**src/design/scdw_pkg.sv**
```systemverilog
package scdw_pkg;

  // ************************************************************
  // timing
  // ************************************************************
  localparam int unsigned CLK_PERIOD_NS = 4;
  localparam int unsigned TICK_NS       = 1000;  // timer time base
  localparam int unsigned TICK_CYCLES   =
    (TICK_NS + CLK_PERIOD_NS - 1) / CLK_PERIOD_NS;
  localparam int unsigned TRACK_NS      = 2000;  // auto peak-follow length
  localparam int unsigned TRACK_CYCLES  =
    (TRACK_NS + CLK_PERIOD_NS - 1) / CLK_PERIOD_NS;
  localparam int unsigned WAKE_NS       = 1000;  // wake-up low pulse
  localparam int unsigned WAKE_CYCLES   =
    (WAKE_NS + CLK_PERIOD_NS - 1) / CLK_PERIOD_NS;
  localparam int unsigned SYNC_LAG      = 4;     // line turnaround guard

  // ************************************************************
  // commands
  // ************************************************************
  localparam logic [3:0] CMD_NOP    = 4'h0;
  localparam logic [3:0] CMD_WRITE  = 4'h1;
  localparam logic [3:0] CMD_READ   = 4'h2;
  localparam logic [3:0] CMD_MRESET = 4'h3;

  // ************************************************************
  // register offsets and reset values
  // ************************************************************
  localparam int unsigned REG_COUNT    = 11;
  localparam logic [3:0]  REG_POWER    = 4'h0;
  localparam logic [3:0]  REG_CONFIG   = 4'h1;
  localparam logic [3:0]  REG_CONTROL  = 4'h2;
  localparam logic [3:0]  REG_XTAL_DIV = 4'h3;
  localparam logic [3:0]  REG_OFF_HI   = 4'h4;
  localparam logic [3:0]  REG_OFF_LO   = 4'h5;
  localparam logic [3:0]  REG_HOST_REC = 4'h6;
  localparam logic [3:0]  REG_RF_HI    = 4'h7;
  localparam logic [3:0]  REG_RF_LO    = 4'h8;
  localparam logic [3:0]  REG_STATUS   = 4'h9;
  localparam logic [3:0]  REG_DWELL    = 4'ha;
  localparam logic [7:0]  RST_ZERO     = 8'h00;
  localparam logic [7:0]  RST_DWELL    = 8'h0d;

  // ************************************************************
  // field positions
  // ************************************************************
  localparam int unsigned PWR_SLEEP_BIT    = 0;
  localparam int unsigned PWR_FREQ_PD_BIT  = 2;
  localparam int unsigned PWR_AMP_PD_BIT   = 3;
  localparam int unsigned CFG_DRX_BIT      = 2;
  localparam int unsigned CFG_FREQ_SEL_BIT = 6;
  localparam int unsigned CFG_AMP_SEL_BIT  = 7;
  localparam int unsigned CTL_TRACK_BIT    = 1;
  localparam int unsigned STAT_TRACK_BIT   = 0;
  localparam int unsigned STAT_ACTIVE_BIT  = 1;
  localparam int unsigned STAT_ACK_BIT     = 2;

  // ************************************************************
  // types
  // ************************************************************
  typedef struct packed {
    logic [3:0] cmd;
    logic [3:0] addr;
    logic [7:0] data;
  } scdw_frame_s;

  typedef enum logic [4:0] {
    DRX_IDLE   = 5'b00001,
    DRX_OFF    = 5'b00010,
    DRX_HOST   = 5'b00100,
    DRX_SETTLE = 5'b01000,
    DRX_ACTIVE = 5'b10000
  } scdw_drx_e;

endpackage : scdw_pkg

```
**src/design/scdw_serial_ctrl.sv**
```systemverilog
`timescale 1ns/1ns
`default_nettype none
module scdw_serial_ctrl
  import scdw_pkg::*;
(
  input  wire logic       CORE_CLK_I,
  input  wire logic       SYS_RST_I,
  input  wire logic       SCLK_I,
  input  wire logic       CS_N_I,
  input  wire logic       SERIAL_LINE_I,
  output var  logic       SERIAL_LINE_O,
  output var  logic       SERIAL_LINE_OE_O,
  output var  logic       SERIAL_LINE_PU_O,
  input  wire logic       FREQ_SLICER_I,
  input  wire logic       AMP_SLICER_I,
  input  wire logic       AGC_SWITCH_I,
  output var  logic       FREQ_DEMOD_OUTPUT_O,
  output var  logic       AMP_DEMOD_OUTPUT_O,
  output var  logic       PEAK_FOLLOW_O,
  output var  logic       DEEP_SLEEP_O,
  output var  logic [7:0] POWER_EN_O,
  output var  logic [7:0] CRYSTAL_DIVISOR_O
);

  // ************************************************************
  // input synchronisation and edges
  // ************************************************************
  logic [4:0]  sync_w;
  logic        sclk_s;
  logic        cs_n_s;
  logic        line_s;
  logic        freq_s;
  logic        amp_s;
  logic        sclk_prev_q;
  logic        cs_prev_q;
  logic        sclk_rise;
  logic        sclk_fall;
  logic        cs_fall;
  logic        cs_rise;

  scdw_sync #(
    .WIDTH (5)
  ) u_sync (
    .clk_i   (CORE_CLK_I),
    .rst_i   (SYS_RST_I),
    .async_i ({SCLK_I, CS_N_I, SERIAL_LINE_I, FREQ_SLICER_I, AMP_SLICER_I}),
    .sync_o  (sync_w)
  );

  assign {sclk_s, cs_n_s, line_s, freq_s, amp_s} = sync_w;

  // previous samples for edge finding
  always_ff @(posedge CORE_CLK_I or posedge SYS_RST_I)
  begin
    if (SYS_RST_I)
    begin
      sclk_prev_q <= 1'b0;
      cs_prev_q   <= 1'b1;
    end
    else
    begin
      sclk_prev_q <= sclk_s;
      cs_prev_q   <= cs_n_s;
    end
  end

  assign sclk_rise = sclk_s & ~sclk_prev_q & ~cs_n_s;
  assign sclk_fall = ~sclk_s & sclk_prev_q & ~cs_n_s;
  assign cs_fall   = ~cs_n_s & cs_prev_q;
  assign cs_rise   = cs_n_s & ~cs_prev_q;

  // ************************************************************
  // register file
  // ************************************************************
  logic [7:0]  regs_q [REG_COUNT];
  logic [7:0]  status;
  logic        mreset_q;
  logic        wr_fire;
  scdw_frame_s frame;
  logic        four_wire;
  logic        drx_en;
  logic        sleep_bit;

  localparam logic [REG_COUNT-1:0][7:0] REG_RESET = {
    RST_DWELL, {(REG_COUNT-1){RST_ZERO}}
  };

  // one write port per register except status; master reset acts like power-up
  for (genvar g = 0; g < REG_COUNT; g++)
  begin : g_reg
    always_ff @(posedge CORE_CLK_I or posedge SYS_RST_I)
    begin
      if (SYS_RST_I)
        regs_q[g] <= REG_RESET[g];
      else if (mreset_q)
        regs_q[g] <= REG_RESET[g];
      else if (wr_fire && frame.addr == 4'(g) && 4'(g) != REG_STATUS)
        regs_q[g] <= frame.data;
    end
  end

  assign four_wire = regs_q[REG_CONFIG][CFG_FREQ_SEL_BIT]
                   | regs_q[REG_CONFIG][CFG_AMP_SEL_BIT];
  assign drx_en    = regs_q[REG_CONFIG][CFG_DRX_BIT];
  assign sleep_bit = regs_q[REG_POWER][PWR_SLEEP_BIT];

  // register read mux, status composed live
  function automatic logic [7:0] reg_value(input logic [3:0] a);
    logic [7:0] v;
    v = 8'h00;
    if (a == REG_STATUS)
      v = status;
    else if (32'(a) < REG_COUNT)
      v = regs_q[a];
    return v;
  endfunction : reg_value

  // ************************************************************
  // frame receiver and read shifter
  // ************************************************************
  logic [4:0]  bit_cnt_q;
  logic [15:0] shift_q;
  logic [7:0]  head;
  logic [3:0]  nibble;
  logic        mrst_arm_q;
  logic        read_pend_q;
  logic        rd3_q;
  logic        rd4_q;
  logic [7:0]  out_sh_q;
  logic        skip_q;
  logic [7:0]  rd_data_q;

  assign frame   = scdw_frame_s'({shift_q[14:0], line_s});
  assign head    = {shift_q[6:0], line_s};
  assign nibble  = {shift_q[2:0], line_s};
  // no-op and unused codes never reach this strobe
  assign wr_fire = sclk_rise & ~rd3_q & (bit_cnt_q == 5'd15)
                 & (frame.cmd == CMD_WRITE);

  // command, address and data shift in msb first
  always_ff @(posedge CORE_CLK_I or posedge SYS_RST_I)
  begin
    if (SYS_RST_I)
    begin
      bit_cnt_q   <= 5'd0;
      shift_q     <= 16'h0000;
      mrst_arm_q  <= 1'b0;
      read_pend_q <= 1'b0;
      rd3_q       <= 1'b0;
      rd4_q       <= 1'b0;
      out_sh_q    <= 8'h00;
      skip_q      <= 1'b0;
      rd_data_q   <= 8'h00;
    end
    else if (cs_fall)
    begin
      bit_cnt_q  <= 5'd0;
      mrst_arm_q <= 1'b0;
      if (read_pend_q && !four_wire)
      begin
        rd3_q    <= 1'b1;
        out_sh_q <= rd_data_q;
        skip_q   <= 1'b0;
      end
      read_pend_q <= 1'b0;
    end
    else if (cs_rise)
    begin
      rd3_q <= 1'b0;
      rd4_q <= 1'b0;
    end
    else if (sclk_rise && !rd3_q)
    begin
      shift_q <= {shift_q[14:0], line_s};
      if (bit_cnt_q != 5'd16)
        bit_cnt_q <= bit_cnt_q + 5'd1;
      if (bit_cnt_q == 5'd3 && nibble == CMD_MRESET)
        mrst_arm_q <= 1'b1;
      if (bit_cnt_q == 5'd7 && head[7:4] == CMD_READ)
      begin
        rd_data_q <= reg_value(head[3:0]);
        if (four_wire)
        begin
          rd4_q    <= 1'b1;
          out_sh_q <= reg_value(head[3:0]);
          skip_q   <= 1'b1;
        end
        else
          read_pend_q <= 1'b1;
      end
    end
    else if (sclk_fall && (rd3_q || rd4_q))
    begin
      if (skip_q)
        skip_q <= 1'b0;
      else
        out_sh_q <= {out_sh_q[6:0], 1'b0};
    end
  end

  // internal reset held while select stays high after the command
  always_ff @(posedge CORE_CLK_I or posedge SYS_RST_I)
  begin
    if (SYS_RST_I)
      mreset_q <= 1'b0;
    else if (cs_rise && mrst_arm_q)
      mreset_q <= 1'b1;
    else if (!cs_n_s)
      mreset_q <= 1'b0;
  end

  // ************************************************************
  // duty-cycled receive sequencer
  // ************************************************************
  scdw_drx_e   st_q;
  logic [9:0]  tick_q;
  logic [15:0] cnt_q;
  logic [9:0]  wake_q;
  logic        ack_q;
  logic        done;
  logic        wake_drive;
  logic [15:0] off_val;
  logic [15:0] host_val;
  logic [15:0] rf_val;

  assign done       = (cnt_q == 16'h0000);
  assign wake_drive = (st_q == DRX_HOST) && (32'(wake_q) > SYNC_LAG);
  assign off_val    = {regs_q[REG_OFF_HI], regs_q[REG_OFF_LO]};
  assign host_val   = {8'h00, regs_q[REG_HOST_REC]};
  assign rf_val     = {regs_q[REG_RF_HI], regs_q[REG_RF_LO]};

  // off, host-recovery and settle intervals in timer ticks
  always_ff @(posedge CORE_CLK_I or posedge SYS_RST_I)
  begin
    if (SYS_RST_I)
    begin
      st_q   <= DRX_IDLE;
      tick_q <= 10'd0;
      cnt_q  <= 16'h0000;
      wake_q <= 10'd0;
      ack_q  <= 1'b0;
    end
    else
    begin
      if (tick_q == 10'd0)
      begin
        tick_q <= 10'(TICK_CYCLES - 1);
        if (!done)
          cnt_q <= cnt_q - 16'h0001;
      end
      else
        tick_q <= tick_q - 10'd1;
      if (wake_q != 10'd0)
        wake_q <= wake_q - 10'd1;
      if (!drx_en || !cs_n_s || mreset_q)
        st_q <= DRX_IDLE;
      else
      begin
        unique case (st_q)
          DRX_IDLE:
            if (line_s)
            begin
              st_q   <= DRX_OFF;
              cnt_q  <= off_val;
              tick_q <= 10'(TICK_CYCLES - 1);
            end
          DRX_OFF:
            if (done)
            begin
              st_q   <= DRX_HOST;
              cnt_q  <= host_val;
              tick_q <= 10'(TICK_CYCLES - 1);
              wake_q <= 10'(WAKE_CYCLES + SYNC_LAG);
              ack_q  <= 1'b0;
            end
          DRX_HOST:
          begin
            if (wake_q == 10'd0 && !line_s)
              ack_q <= 1'b1;
            if (done)
            begin
              st_q   <= DRX_SETTLE;
              cnt_q  <= rf_val;
              tick_q <= 10'(TICK_CYCLES - 1);
            end
          end
          DRX_SETTLE:
          begin
            if (!line_s)
              ack_q <= 1'b1;
            if (done)
            begin
              st_q   <= (ack_q || !line_s) ? DRX_ACTIVE : DRX_OFF;
              cnt_q  <= off_val;
              tick_q <= 10'(TICK_CYCLES - 1);
            end
          end
          DRX_ACTIVE:
            if (line_s)
            begin
              st_q   <= DRX_OFF;
              cnt_q  <= off_val;
              tick_q <= 10'(TICK_CYCLES - 1);
            end
        endcase
      end
    end
  end

  // ************************************************************
  // peak-follow control
  // ************************************************************
  logic [9:0] trk_q;
  logic       follow;

  // automatic pulse after wake-up and after each gain switch
  always_ff @(posedge CORE_CLK_I or posedge SYS_RST_I)
  begin
    if (SYS_RST_I)
      trk_q <= 10'd0;
    else if (AGC_SWITCH_I
             || (st_q == DRX_SETTLE && done && (ack_q || !line_s)
                 && drx_en && cs_n_s && !mreset_q))
      trk_q <= 10'(TRACK_CYCLES);
    else if (trk_q != 10'd0)
      trk_q <= trk_q - 10'd1;
  end

  assign follow = regs_q[REG_CONTROL][CTL_TRACK_BIT] | (trk_q != 10'd0);
  assign status = {5'h00, ack_q, st_q == DRX_ACTIVE, follow};

  // ************************************************************
  // registered outputs
  // ************************************************************
  logic demod_en;

  assign demod_en = !drx_en || st_q == DRX_ACTIVE || st_q == DRX_IDLE;

  // shared line: read data, wake-up pulse, else released
  always_ff @(posedge CORE_CLK_I or posedge SYS_RST_I)
  begin
    if (SYS_RST_I)
    begin
      SERIAL_LINE_O    <= 1'b0;
      SERIAL_LINE_OE_O <= 1'b0;
      SERIAL_LINE_PU_O <= 1'b1;
    end
    else
    begin
      SERIAL_LINE_OE_O <= rd3_q | wake_drive;
      SERIAL_LINE_O    <= rd3_q & out_sh_q[7];
      SERIAL_LINE_PU_O <= 1'b1;
    end
  end

  // demod pins carry data, or serial read data in four-wire mode
  always_ff @(posedge CORE_CLK_I or posedge SYS_RST_I)
  begin
    if (SYS_RST_I)
    begin
      FREQ_DEMOD_OUTPUT_O <= 1'b0;
      AMP_DEMOD_OUTPUT_O  <= 1'b0;
    end
    else
    begin
      if (rd4_q && regs_q[REG_CONFIG][CFG_FREQ_SEL_BIT])
        FREQ_DEMOD_OUTPUT_O <= out_sh_q[7];
      else
        FREQ_DEMOD_OUTPUT_O <= freq_s & demod_en;
      if (rd4_q && regs_q[REG_CONFIG][CFG_AMP_SEL_BIT])
        AMP_DEMOD_OUTPUT_O <= out_sh_q[7];
      else
        AMP_DEMOD_OUTPUT_O <= amp_s & demod_en;
    end
  end

  // module power, deep sleep and peak follow
  always_ff @(posedge CORE_CLK_I or posedge SYS_RST_I)
  begin
    if (SYS_RST_I)
    begin
      POWER_EN_O        <= 8'h00;
      DEEP_SLEEP_O      <= 1'b1;
      PEAK_FOLLOW_O     <= 1'b0;
      CRYSTAL_DIVISOR_O <= 8'h00;
    end
    else
    begin
      DEEP_SLEEP_O <= sleep_bit
                    | (drx_en && (st_q == DRX_OFF || st_q == DRX_HOST));
      if (sleep_bit || (drx_en && (st_q == DRX_OFF || st_q == DRX_HOST)))
        POWER_EN_O <= 8'h00;
      else if (drx_en && st_q == DRX_SETTLE)
        POWER_EN_O <= regs_q[REG_POWER]
                    & ~(8'h01 << PWR_FREQ_PD_BIT)
                    & ~(8'h01 << PWR_AMP_PD_BIT);
      else
        POWER_EN_O <= regs_q[REG_POWER];
      PEAK_FOLLOW_O     <= follow;
      CRYSTAL_DIVISOR_O <= regs_q[REG_XTAL_DIV];
    end
  end

  // ************************************************************
  // assertions
  // ************************************************************
  three_wire_a : assert property (@(posedge CORE_CLK_I) disable iff (SYS_RST_I)
    rd4_q |-> !SERIAL_LINE_OE_O || $past(rd3_q) || $past(wake_drive))
    else $error("shared line driven during four-wire read");
  read_drive_a : assert property (@(posedge CORE_CLK_I) disable iff (SYS_RST_I)
    rd3_q |=> SERIAL_LINE_OE_O)
    else $error("three-wire read does not drive the line");
  four_out_a : assert property (@(posedge CORE_CLK_I) disable iff (SYS_RST_I)
    rd4_q && regs_q[REG_CONFIG][CFG_AMP_SEL_BIT]
      |=> AMP_DEMOD_OUTPUT_O == $past(out_sh_q[7]))
    else $error("four-wire read data missing on output pin");
  frame_write_a : assert property (@(posedge CORE_CLK_I) disable iff (SYS_RST_I)
    wr_fire |-> bit_cnt_q == 5'd15 && frame.cmd == CMD_WRITE)
    else $error("write taken before full frame");
  mreset_hold_a : assert property (@(posedge CORE_CLK_I) disable iff (SYS_RST_I)
    mreset_q && cs_n_s |=> mreset_q)
    else $error("master reset released while select high");
  mreset_regs_a : assert property (@(posedge CORE_CLK_I) disable iff (SYS_RST_I)
    mreset_q |=> regs_q[REG_POWER] == RST_ZERO
                 && regs_q[REG_DWELL] == RST_DWELL)
    else $error("registers not at power-on value");
  nop_keep_a : assert property (@(posedge CORE_CLK_I) disable iff (SYS_RST_I)
    sclk_rise && bit_cnt_q == 5'd15 && frame.cmd != CMD_WRITE && !mreset_q
      |=> $stable(regs_q[REG_XTAL_DIV]))
    else $error("register changed by non-write command");
  sleep_force_a : assert property (@(posedge CORE_CLK_I) disable iff (SYS_RST_I)
    sleep_bit |=> POWER_EN_O == 8'h00 && DEEP_SLEEP_O)
    else $error("sleep bit did not force deep sleep");
  track_ctl_a : assert property (@(posedge CORE_CLK_I) disable iff (SYS_RST_I)
    regs_q[REG_CONTROL][CTL_TRACK_BIT] |=> PEAK_FOLLOW_O)
    else $error("peak follow not set by control bit");
  auto_track_a : assert property (@(posedge CORE_CLK_I) disable iff (SYS_RST_I)
    AGC_SWITCH_I |=> ##1 PEAK_FOLLOW_O [*8])
    else $error("gain switch did not pulse peak follow");
  wake_low_a : assert property (@(posedge CORE_CLK_I) disable iff (SYS_RST_I)
    $rose(st_q == DRX_HOST) |=> SERIAL_LINE_OE_O && !SERIAL_LINE_O)
    else $error("off interval end did not drive line low");
  restart_a : assert property (@(posedge CORE_CLK_I) disable iff (SYS_RST_I)
    st_q == DRX_SETTLE && done && !ack_q && line_s && drx_en && cs_n_s
      && !mreset_q |=> st_q == DRX_OFF)
    else $error("missing host answer did not restart sequence");
  settle_mute_a : assert property (@(posedge CORE_CLK_I) disable iff (SYS_RST_I)
    st_q == DRX_SETTLE && !rd4_q |=> !FREQ_DEMOD_OUTPUT_O)
    else $error("demod output active during settle");

endmodule : scdw_serial_ctrl
`default_nettype wire

```
**src/design/scdw_sync.sv**
```systemverilog
`timescale 1ns/1ns
`default_nettype none
// two-flop synchroniser, one per bit
module scdw_sync #(
  parameter int unsigned WIDTH = 1
) (
  input  wire logic             clk_i,
  input  wire logic             rst_i,
  input  wire logic [WIDTH-1:0] async_i,
  output var  logic [WIDTH-1:0] sync_o
);

  logic [WIDTH-1:0] meta_q;

  // first stage feeds only the second
  always_ff @(posedge clk_i or posedge rst_i)
  begin
    if (rst_i)
    begin
      meta_q <= '0;
      sync_o <= '0;
    end
    else
    begin
      meta_q <= async_i;
      sync_o <= meta_q;
    end
  end

endmodule : scdw_sync
`default_nettype wire

```
**config.mk**
```make
export PLATFORM = sky130hd
export DESIGN_NAME = scdw_serial_ctrl
export DESIGN_NICKNAME = d
export VERILOG_FILES = /design/src/design/scdw_pkg.sv /design/src/design/scdw_serial_ctrl.sv /design/src/design/scdw_sync.sv
export SDC_FILE = /design/constraint.sdc
export NUM_CORES = 1
export LEC_CHECK = 0
export BUFFER_PORTS_ARGS = -buffer_cell sky130_fd_sc_hd__buf_2
export CAP_MARGIN = 20
export CORE_MARGIN = 4
export CORE_UTILIZATION = 35
export CTS_BUF_LIST = sky130_fd_sc_hd__clkbuf_4 sky130_fd_sc_hd__clkbuf_8 sky130_fd_sc_hd__clkbuf_16
export CTS_CLUSTER_DIAMETER = 200
export DETAILED_ROUTE_END_ITERATION = 10
export PLACE_DENSITY = 0.52
export SYNTH_ARGS = -nofsm -noshare
export SYNTH_HDL_FRONTEND = slang
export SYNTH_SLANG_ARGS = --single-unit
```
**constraint.sdc**
```tcl
create_clock -name CORE_CLK_I -period 8.2 [get_ports CORE_CLK_I]
set_input_delay 0.41 -clock CORE_CLK_I [delete_from_list [all_inputs] [get_ports CORE_CLK_I]]
set_output_delay 0.41 -clock CORE_CLK_I [all_outputs]
set_load 0.02 [all_outputs]
```
# Word level (Yosys, flattened, before mapping)
# Cells that the tools add are included.
# word_totals
reg_bits	208
inputBits	8
out_inout_bits	23
wordCells	283
# classes
addsub	5
order_cmp	3
eq_ne	36
n_mux	94
bitwise	25
reduce_logical	82
# op_table
cell	n
$mux 8	33
$mux 16	7
$mux 10	10
$pmux 16 s4	1
$mux 5	10
$reduce_bool 2->1	19
$bmux 8 s4	1
$sub 10x1->10 const B	3
$mux 1	28
$logic_and 1x1->1	27
$logic_not 10->1	2
$pmux 10 s2	1
$pmux 5 s4	1
$reduce_bool 10->1	2
$eq 4x2->1 const B	4
$eq 4x3->1 const B	4
$logic_not 16->1	1
$reduce_and 4->1	4
$sub 16x1->16 const B	1
$and 1x1->1	12
$eq 4x4->1 const B	3
$eq 5x2->1 const B	2
$eq 5x3->1 const B	2
$eq 5x4->1 const B	2
28 further kinds	65

# Depth between registers and ports, before layout
# logic_depth
word_depth	11
depth_mapped	10
mapped_depth_nobuf	9

# Hierarchy
# From an unflattened synthesis, not the netlist that was laid out.
# unflattened
hier_cells	973
area_unflattened_um2	10206.0
# by_module_without_submodules
module	n_inst	cells_per_inst	area_each_um2	seq_area_each_um2
scdw_serial_ctrl	1	962	9952.0	4962.3
scdw_sync	1	11	254.0	250.2

# Worst setup path after synthesis
# No wires, ideal clock.
# synth_path
kind	flip-flop to flip-flop
startpoint	reg bit_cnt_q[0]
endpoint	reg regs_q[87] (netlist bit)
arrival_time_ns	2.214
slack_ns	5.908
path_stages_with_launch	10
n_path_buf	0
period_less_slack_ns	2.292
path_cell_list	dfrtp_1 ha_1 and3_1 ha_1 nor4b_1 nand3_2 or3_4 nor3_4 nand2_1 a21oi_1
# synth_between
elab_chain_len	5
# synth_lines
item	line_no	text
start: declaration	scdw_serial_ctrl.sv:121	logic [4:0] bit_cnt_q;
start signal: assignment	scdw_serial_ctrl.sv:176	bit_cnt_q <= bit_cnt_q + 5'd1;
$eq 5x4->1	scdw_serial_ctrl.sv:137	assign wr_fire = sclk_rise & ~rd3_q & (bit_cnt_q == 5'd15)
$and 1x1->1	scdw_serial_ctrl.sv:137	
$and 1x1->1	scdw_serial_ctrl.sv:138	& (frame.cmd == CMD_WRITE);
$logic_and 1x1->1	scdw_serial_ctrl.sv:97	else if (wr_fire && frame.addr == 4'(g) && 4'(g) != REG_STATUS)
$reduce_bool 2->1 (no source line)	--	
end signal: indexed assignment	scdw_serial_ctrl.sv:94	regs_q[g] <= REG_RESET[g];
end signal: indexed assignment	scdw_serial_ctrl.sv:96	regs_q[g] <= REG_RESET[g];
end signal: indexed assignment	scdw_serial_ctrl.sv:98	regs_q[g] <= frame.data;
end: declaration	scdw_serial_ctrl.sv:75	logic [7:0] regs_q [REG_COUNT];
# Every way passes these cells.
# A chain may end at the register's enable or synchronous reset.

# Worst setup path in the final report
# layout_path
startpoint	reg cnt_q[1]
endpoint	reg cnt_q[5]
# layout_between
elab_chain_len	6
word_cells_on_any_way	10
classes_between	1 x add/sub; 8 x mux; 1 x reduce/logical
# layout_lines
item	line_no	text
start: declaration	scdw_serial_ctrl.sv:217	logic [15:0] cnt_q;
start signal: assignment	scdw_serial_ctrl.sv:249	cnt_q <= cnt_q - 16'h0001;
start signal: assignment	scdw_serial_ctrl.sv:264	cnt_q <= off_val;
start signal: assignment	scdw_serial_ctrl.sv:271	cnt_q <= host_val;
$sub 16x1->16 or $logic_not 16->1 (tied branches)	scdw_serial_ctrl.sv:249, scdw_serial_ctrl.sv:226	
$mux 16	scdw_serial_ctrl.sv:248	if (!done)
$mux 16	scdw_serial_ctrl.sv:245	if (tick_q == 10'd0)
$mux 16 (on tied branches)	--	
$pmux 16 s4	scdw_serial_ctrl.sv:259	unique case (st_q)
$mux 16 *	scdw_serial_ctrl.sv:255	if (!drx_en || !cs_n_s || mreset_q)
# Every way passes the cells marked *; elsewhere a longest branch is shown, timed or not.

==> run_results.csv <==
group,metric,value,unit
status,run_status,"finished clean",
critical_path,reg2reg_setup_slack,5.25,ns
power_and_ir_drop,report.power.total,2520,uW
drt,vias,7685,
drt,drt-vias-per-instance,5.235,
timing,final_count_of_hold_timing_violations,0,
cells_and_area,fin_util,40.42,%
timing,final_setup_skew,0.01457,ns
drt,detailed_route_wire_length_per_cell,18.09,um
timing,hold_ws,0.1755,ns
critical_path,timing_worst_setup_path_type,"reg -> reg",
synthesis,post_synthesis_sequential_area_ratio,50.74,%
clock_tree,tritoncts,"yes",
timing,timing.slew.headroom,26.02,%
timing,grt_setup_unrepaired,"no",
critical_path,crit_path_cell_trace,"inv_1, ha_1, nor4b_1, nand4_1, o21ai_4, a22oi_1, o221ai_1",
synthesis,synthesis.instances,1055,
drt,drc,0,
cells_and_area,final_net_count,1083,
critical_path,timing.critical_path.slowest_stage_cell,"sky130_fd_sc_hd__o21ai_4",
floorplanning,die_x,179.3,um
cells_and_area,antenna-diode-count,0,
grt,grt_start_max_net_pins,83,
critical_path,worst_ep_required_time,8.64,ns
synthesis,synth.yosys.warnings,0,
synthesis,synthArstFlopShare,100.0,%
floorplanning,die_height,179.3,um
timing,post-route-period-util,36.01,%
clock_tree,cts_max_level,1,
placed_design,dpl.hpwl,17580,um
hold_path,min-delay-path-class,"in -> reg",
synthesis,cell_area_after_technology_mapping,0.01027,mm2
grt,grt.total_usage,17.04,%
clock_tree,clockBufferDepth,3,
grt,grt_pass1_wl,43820,um
synthesis,synth_edf_count,0,
drt,drt_wl_total,26560,um
synthesis,ys_seq_elements,208,
placed_design,placed_instance_count,1415,
synthesis,synth_top_area_share,49.20,%
floorplanning,start_util,35.60,%
timing,period_needed,2.952,ns
cells_and_area,post_route_insts_no_fill,1468,
synthesis,synth_ff_type,"sky130_fd_sc_hd__dfrtp_1",
synthesis,synth_fp_nets,1073,
floorplanning,design.portCount,31,
critical_path,worst-path-max-fanout,16,
placed_design,place_congestion,0.8668,
critical_path,cp.arrival,3.39,ns
synthesis,avgSynthCellArea,9.738,um2
drt,drt.antenna.violating_nets,0,
critical_path,worst_setup_path_end_kind,"register",
critical_path,timing.critical_path.from_type,"register",
clock_tree,clock_sinks,208,
power_and_ir_drop,pwr_density_cell,216.1,mW/mm2
power_and_ir_drop,ir_drop,0.1181,mV
clock_tree,clkTransAtPathRegs,0.06,ns
placed_design,portBuffers,29,
floorplanning,die_area,0.03216,mm2
critical_path,critical_path.top_delay_family,"compound AO/OA/AOI/OAI gates",
cells_and_area,n_fill_cell,2901,
clock_tree,worst_skew_pair.late_latency,0.54,ns
power_and_ir_drop,power.static_leakage,0.005032,uW
clock_tree,cts_setup_buffers,0,
timing,setup_viol_count_final,0,
drt,detail_route.iter0.violations,632,
synthesis,synth_top_cell_by_area,"sky130_fd_sc_hd__dfrtp_1",
timing,worstMarginPinSlew,1.106,ns
floorplanning,row_count,62,
clock_tree,tritoncts.num_buffers,25,
grt,globalRouteOverflowTotal,0,
critical_path,worst_path_largest_cell_delay,0.64,ns
timing,tns,0,ns
floorplanning,core_area,0.02886,mm2
grt,number_of_global_route_vias_before_repair,7714,
cells_and_area,final_layout_size_suffix_gt1_share,14.94,%
grt,antenna_found_initial,1,
timing,finalMaxSlewViolations,0,
cells_and_area,final-seq-area,0.005215,mm2
run,max_cap_violations,0,
cells_and_area,multiInputGateArea,0.004688,mm2
clock_tree,clock-root-buffer,"sky130_fd_sc_hd__clkbuf_16",
synthesis,synth.area.top_cells,"sky130_fd_sc_hd__dfrtp_1 49%, sky130_fd_sc_hd__nand2_1 8.3%, sky130_fd_sc_hd__a21oi_1 5.1%",
timing,clock.fmax,0.3387,GHz
critical_path,crit_buf_inv,1,
cells_and_area,area_delta_synth_final,13.53,%
synthesis,yosysUniqueCellTypes,76,
drt,detail_route.first_pass.iterations,4,
## what timing repair did
action,CTS,global route
endpoints found under the setup margin,0,0
hold buffers,6,0
hold endpoints to repair,57,0
resized for setup,0,0
## path summary, 6_finish.rpt
| check | startpoint | to | cells past startpoint |
|---|---|---|---|
| worst max-delay path | cnt_q[1]$_DFF_PP0_ | cnt_q[5]$_DFF_PP0_ | 7 |
| worst min-delay path | AGC_SWITCH_I | trk_q[4]$_DFFE_PP0P_ | 3 |
| worst max register to register | cnt_q[1]$_DFF_PP0_ | cnt_q[5]$_DFF_PP0_ | 7 |
| worst min register to register | u_sync.meta_q[0]$_DFF_PP0_ | u_sync.sync_o[0]$_DFF_PP0_ | 0 |
| max in group asynchronous | SYS_RST_I | tick_q[4]$_DFF_PP0_ | 4 |
| min in group asynchronous | SYS_RST_I | CRYSTAL_DIVISOR_O[3]$_DFF_PP0_ | 3 |
## report_power, final
part           switching (uW)  internal, uW  leakage (uW)
Combinational             112          70.1       0.00182
Clock                     443           751      0.000457
Sequential               80.1          1060       0.00276
Total                     635          1890       0.00503
## layer usage
| metal | vias up | wire length, um | global-route usage (%) |
|---|---|---|---|
| li1 | 3699 | - | - |
| met1 | 3819 | 12440 | 24.40 |
| met2 | 132 | 12460 | 27.64 |
| met3 | 33 | 949 | 1.961 |
| met4 | 2 | 702 | 4.538 |
| met5 | - | 7 | 0 |
## placed cells by master, fill, tap and decap left out, types with 13 or more instances in the layout
| master | synthesis | routed |
|---|---|---|
| sky130_fd_sc_hd__xnor2_1 | 17 | 17 |
| sky130_fd_sc_hd__o21ai_0 | 22 | 22 |
| sky130_fd_sc_hd__xor2_1 | 16 | 16 |
| sky130_fd_sc_hd__and2_1 | 14 | 14 |
| sky130_fd_sc_hd__a21oi_1 | 105 | 105 |
| sky130_fd_sc_hd__nor3_1 | 16 | 16 |
| sky130_fd_sc_hd__nand2_1 | 227 | 227 |
| sky130_fd_sc_hd__a22oi_1 | 23 | 23 |
| sky130_fd_sc_hd__dfrtp_1 | 202 | 200 |
| sky130_fd_sc_hd__nor2_1 | 75 | 75 |
| sky130_fd_sc_hd__buf_2 | 13 | 29 |
| sky130_fd_sc_hd__mux4_2 | 16 | 16 |
| sky130_fd_sc_hd__inv_1 | 26 | 25 |
| sky130_fd_sc_hd__clkbuf_16 | 0 | 25 |
| sky130_fd_sc_hd__nand3_1 | 19 | 19 |
| sky130_fd_sc_hd__mux2_2 | 23 | 23 |
| sky130_fd_sc_hd__o22ai_1 | 13 | 13 |
## Yosys cell counts (12+ instances only)
| cell type | instances |
|---|---|
| sky130_fd_sc_hd__nand2b_1 | 12 |
| sky130_fd_sc_hd__xnor2_1 | 17 |
| sky130_fd_sc_hd__nand3_1 | 19 |
| sky130_fd_sc_hd__inv_1 | 26 |
| sky130_fd_sc_hd__dfrtp_1 | 202 |
| sky130_fd_sc_hd__and2_1 | 14 |
| sky130_fd_sc_hd__nand2_1 | 227 |
| sky130_fd_sc_hd__mux4_2 | 16 |
| sky130_fd_sc_hd__clkbuf_1 | 39 |
| sky130_fd_sc_hd__o22ai_1 | 13 |
| sky130_fd_sc_hd__o21ai_0 | 22 |
| sky130_fd_sc_hd__a21oi_1 | 105 |
| sky130_fd_sc_hd__buf_2 | 13 |
| sky130_fd_sc_hd__a22oi_1 | 23 |
| sky130_fd_sc_hd__mux2_2 | 23 |
| sky130_fd_sc_hd__nor2_1 | 75 |
| sky130_fd_sc_hd__nor3_1 | 16 |
| sky130_fd_sc_hd__xor2_1 | 16 |
## layout make-up
| class | count | area share, % |
|---|---|---|
| Sequential cell | 208 | 44.71 |
| Multi-Input combinational cell | 760 | 40.20 |
| Clock buffer | 35 | 6.275 |
| Tap cell | 384 | 4.119 |
| Timing Repair Buffer | 43 | 2.306 |
| Clock inverter | 11 | 1.459 |
| Inverter | 27 | 0.9333 |
## worst register-to-register path, cell delays in order, from the launching register on
cell	delay (ns)
sky130_fd_sc_hd__dfrtp_1	0.42
sky130_fd_sc_hd__inv_1	0.07
sky130_fd_sc_hd__ha_1	0.28
sky130_fd_sc_hd__nor4b_1	0.36
sky130_fd_sc_hd__nand4_1	0.58
sky130_fd_sc_hd__o21ai_4	0.65
sky130_fd_sc_hd__a22oi_1	0.29
sky130_fd_sc_hd__o221ai_1	0.23
## metrics by stage
step | cell area [um2] | setup slack [ns]
after floorplan | 10270 | 2.119
after global placement | 10680 | 5.014
after detailed placement | 10690 | 5.078
after CTS | 11650 | 5.069
after global routing | 11660 | 4.903
final | 11660 | 5.248
## kinds of logic (layout without fill, tap and decap cells)
family                   Yosys count  count (layout)  share of synthesized area, %
adder cells (fa/ha/maj)           10              10                         1.218
multiplexers                      44              44                         6.516
other                              2               2                       0.07310
AO/OA/AOI/OAI                    227             227                         13.88
XOR/XNOR                          33              33                         2.813
AND/OR/NAND/NOR                  444             444                         21.13
flip-flops                       208             208                         50.74
buffers and inverters             87             116                         3.629
## flip-flops by register name, indices dropped and copies added (netlist names), 10 cells and up
| signal | flops |
|---|---|
| cnt_q | 16 |
| off_val | 16 |
| regs_q | 55 |
| shift_q | 15 |
| tick_q | 10 |
| trk_q | 10 |
| wake_q | 10 |
(Power assumes the default switching activity.)
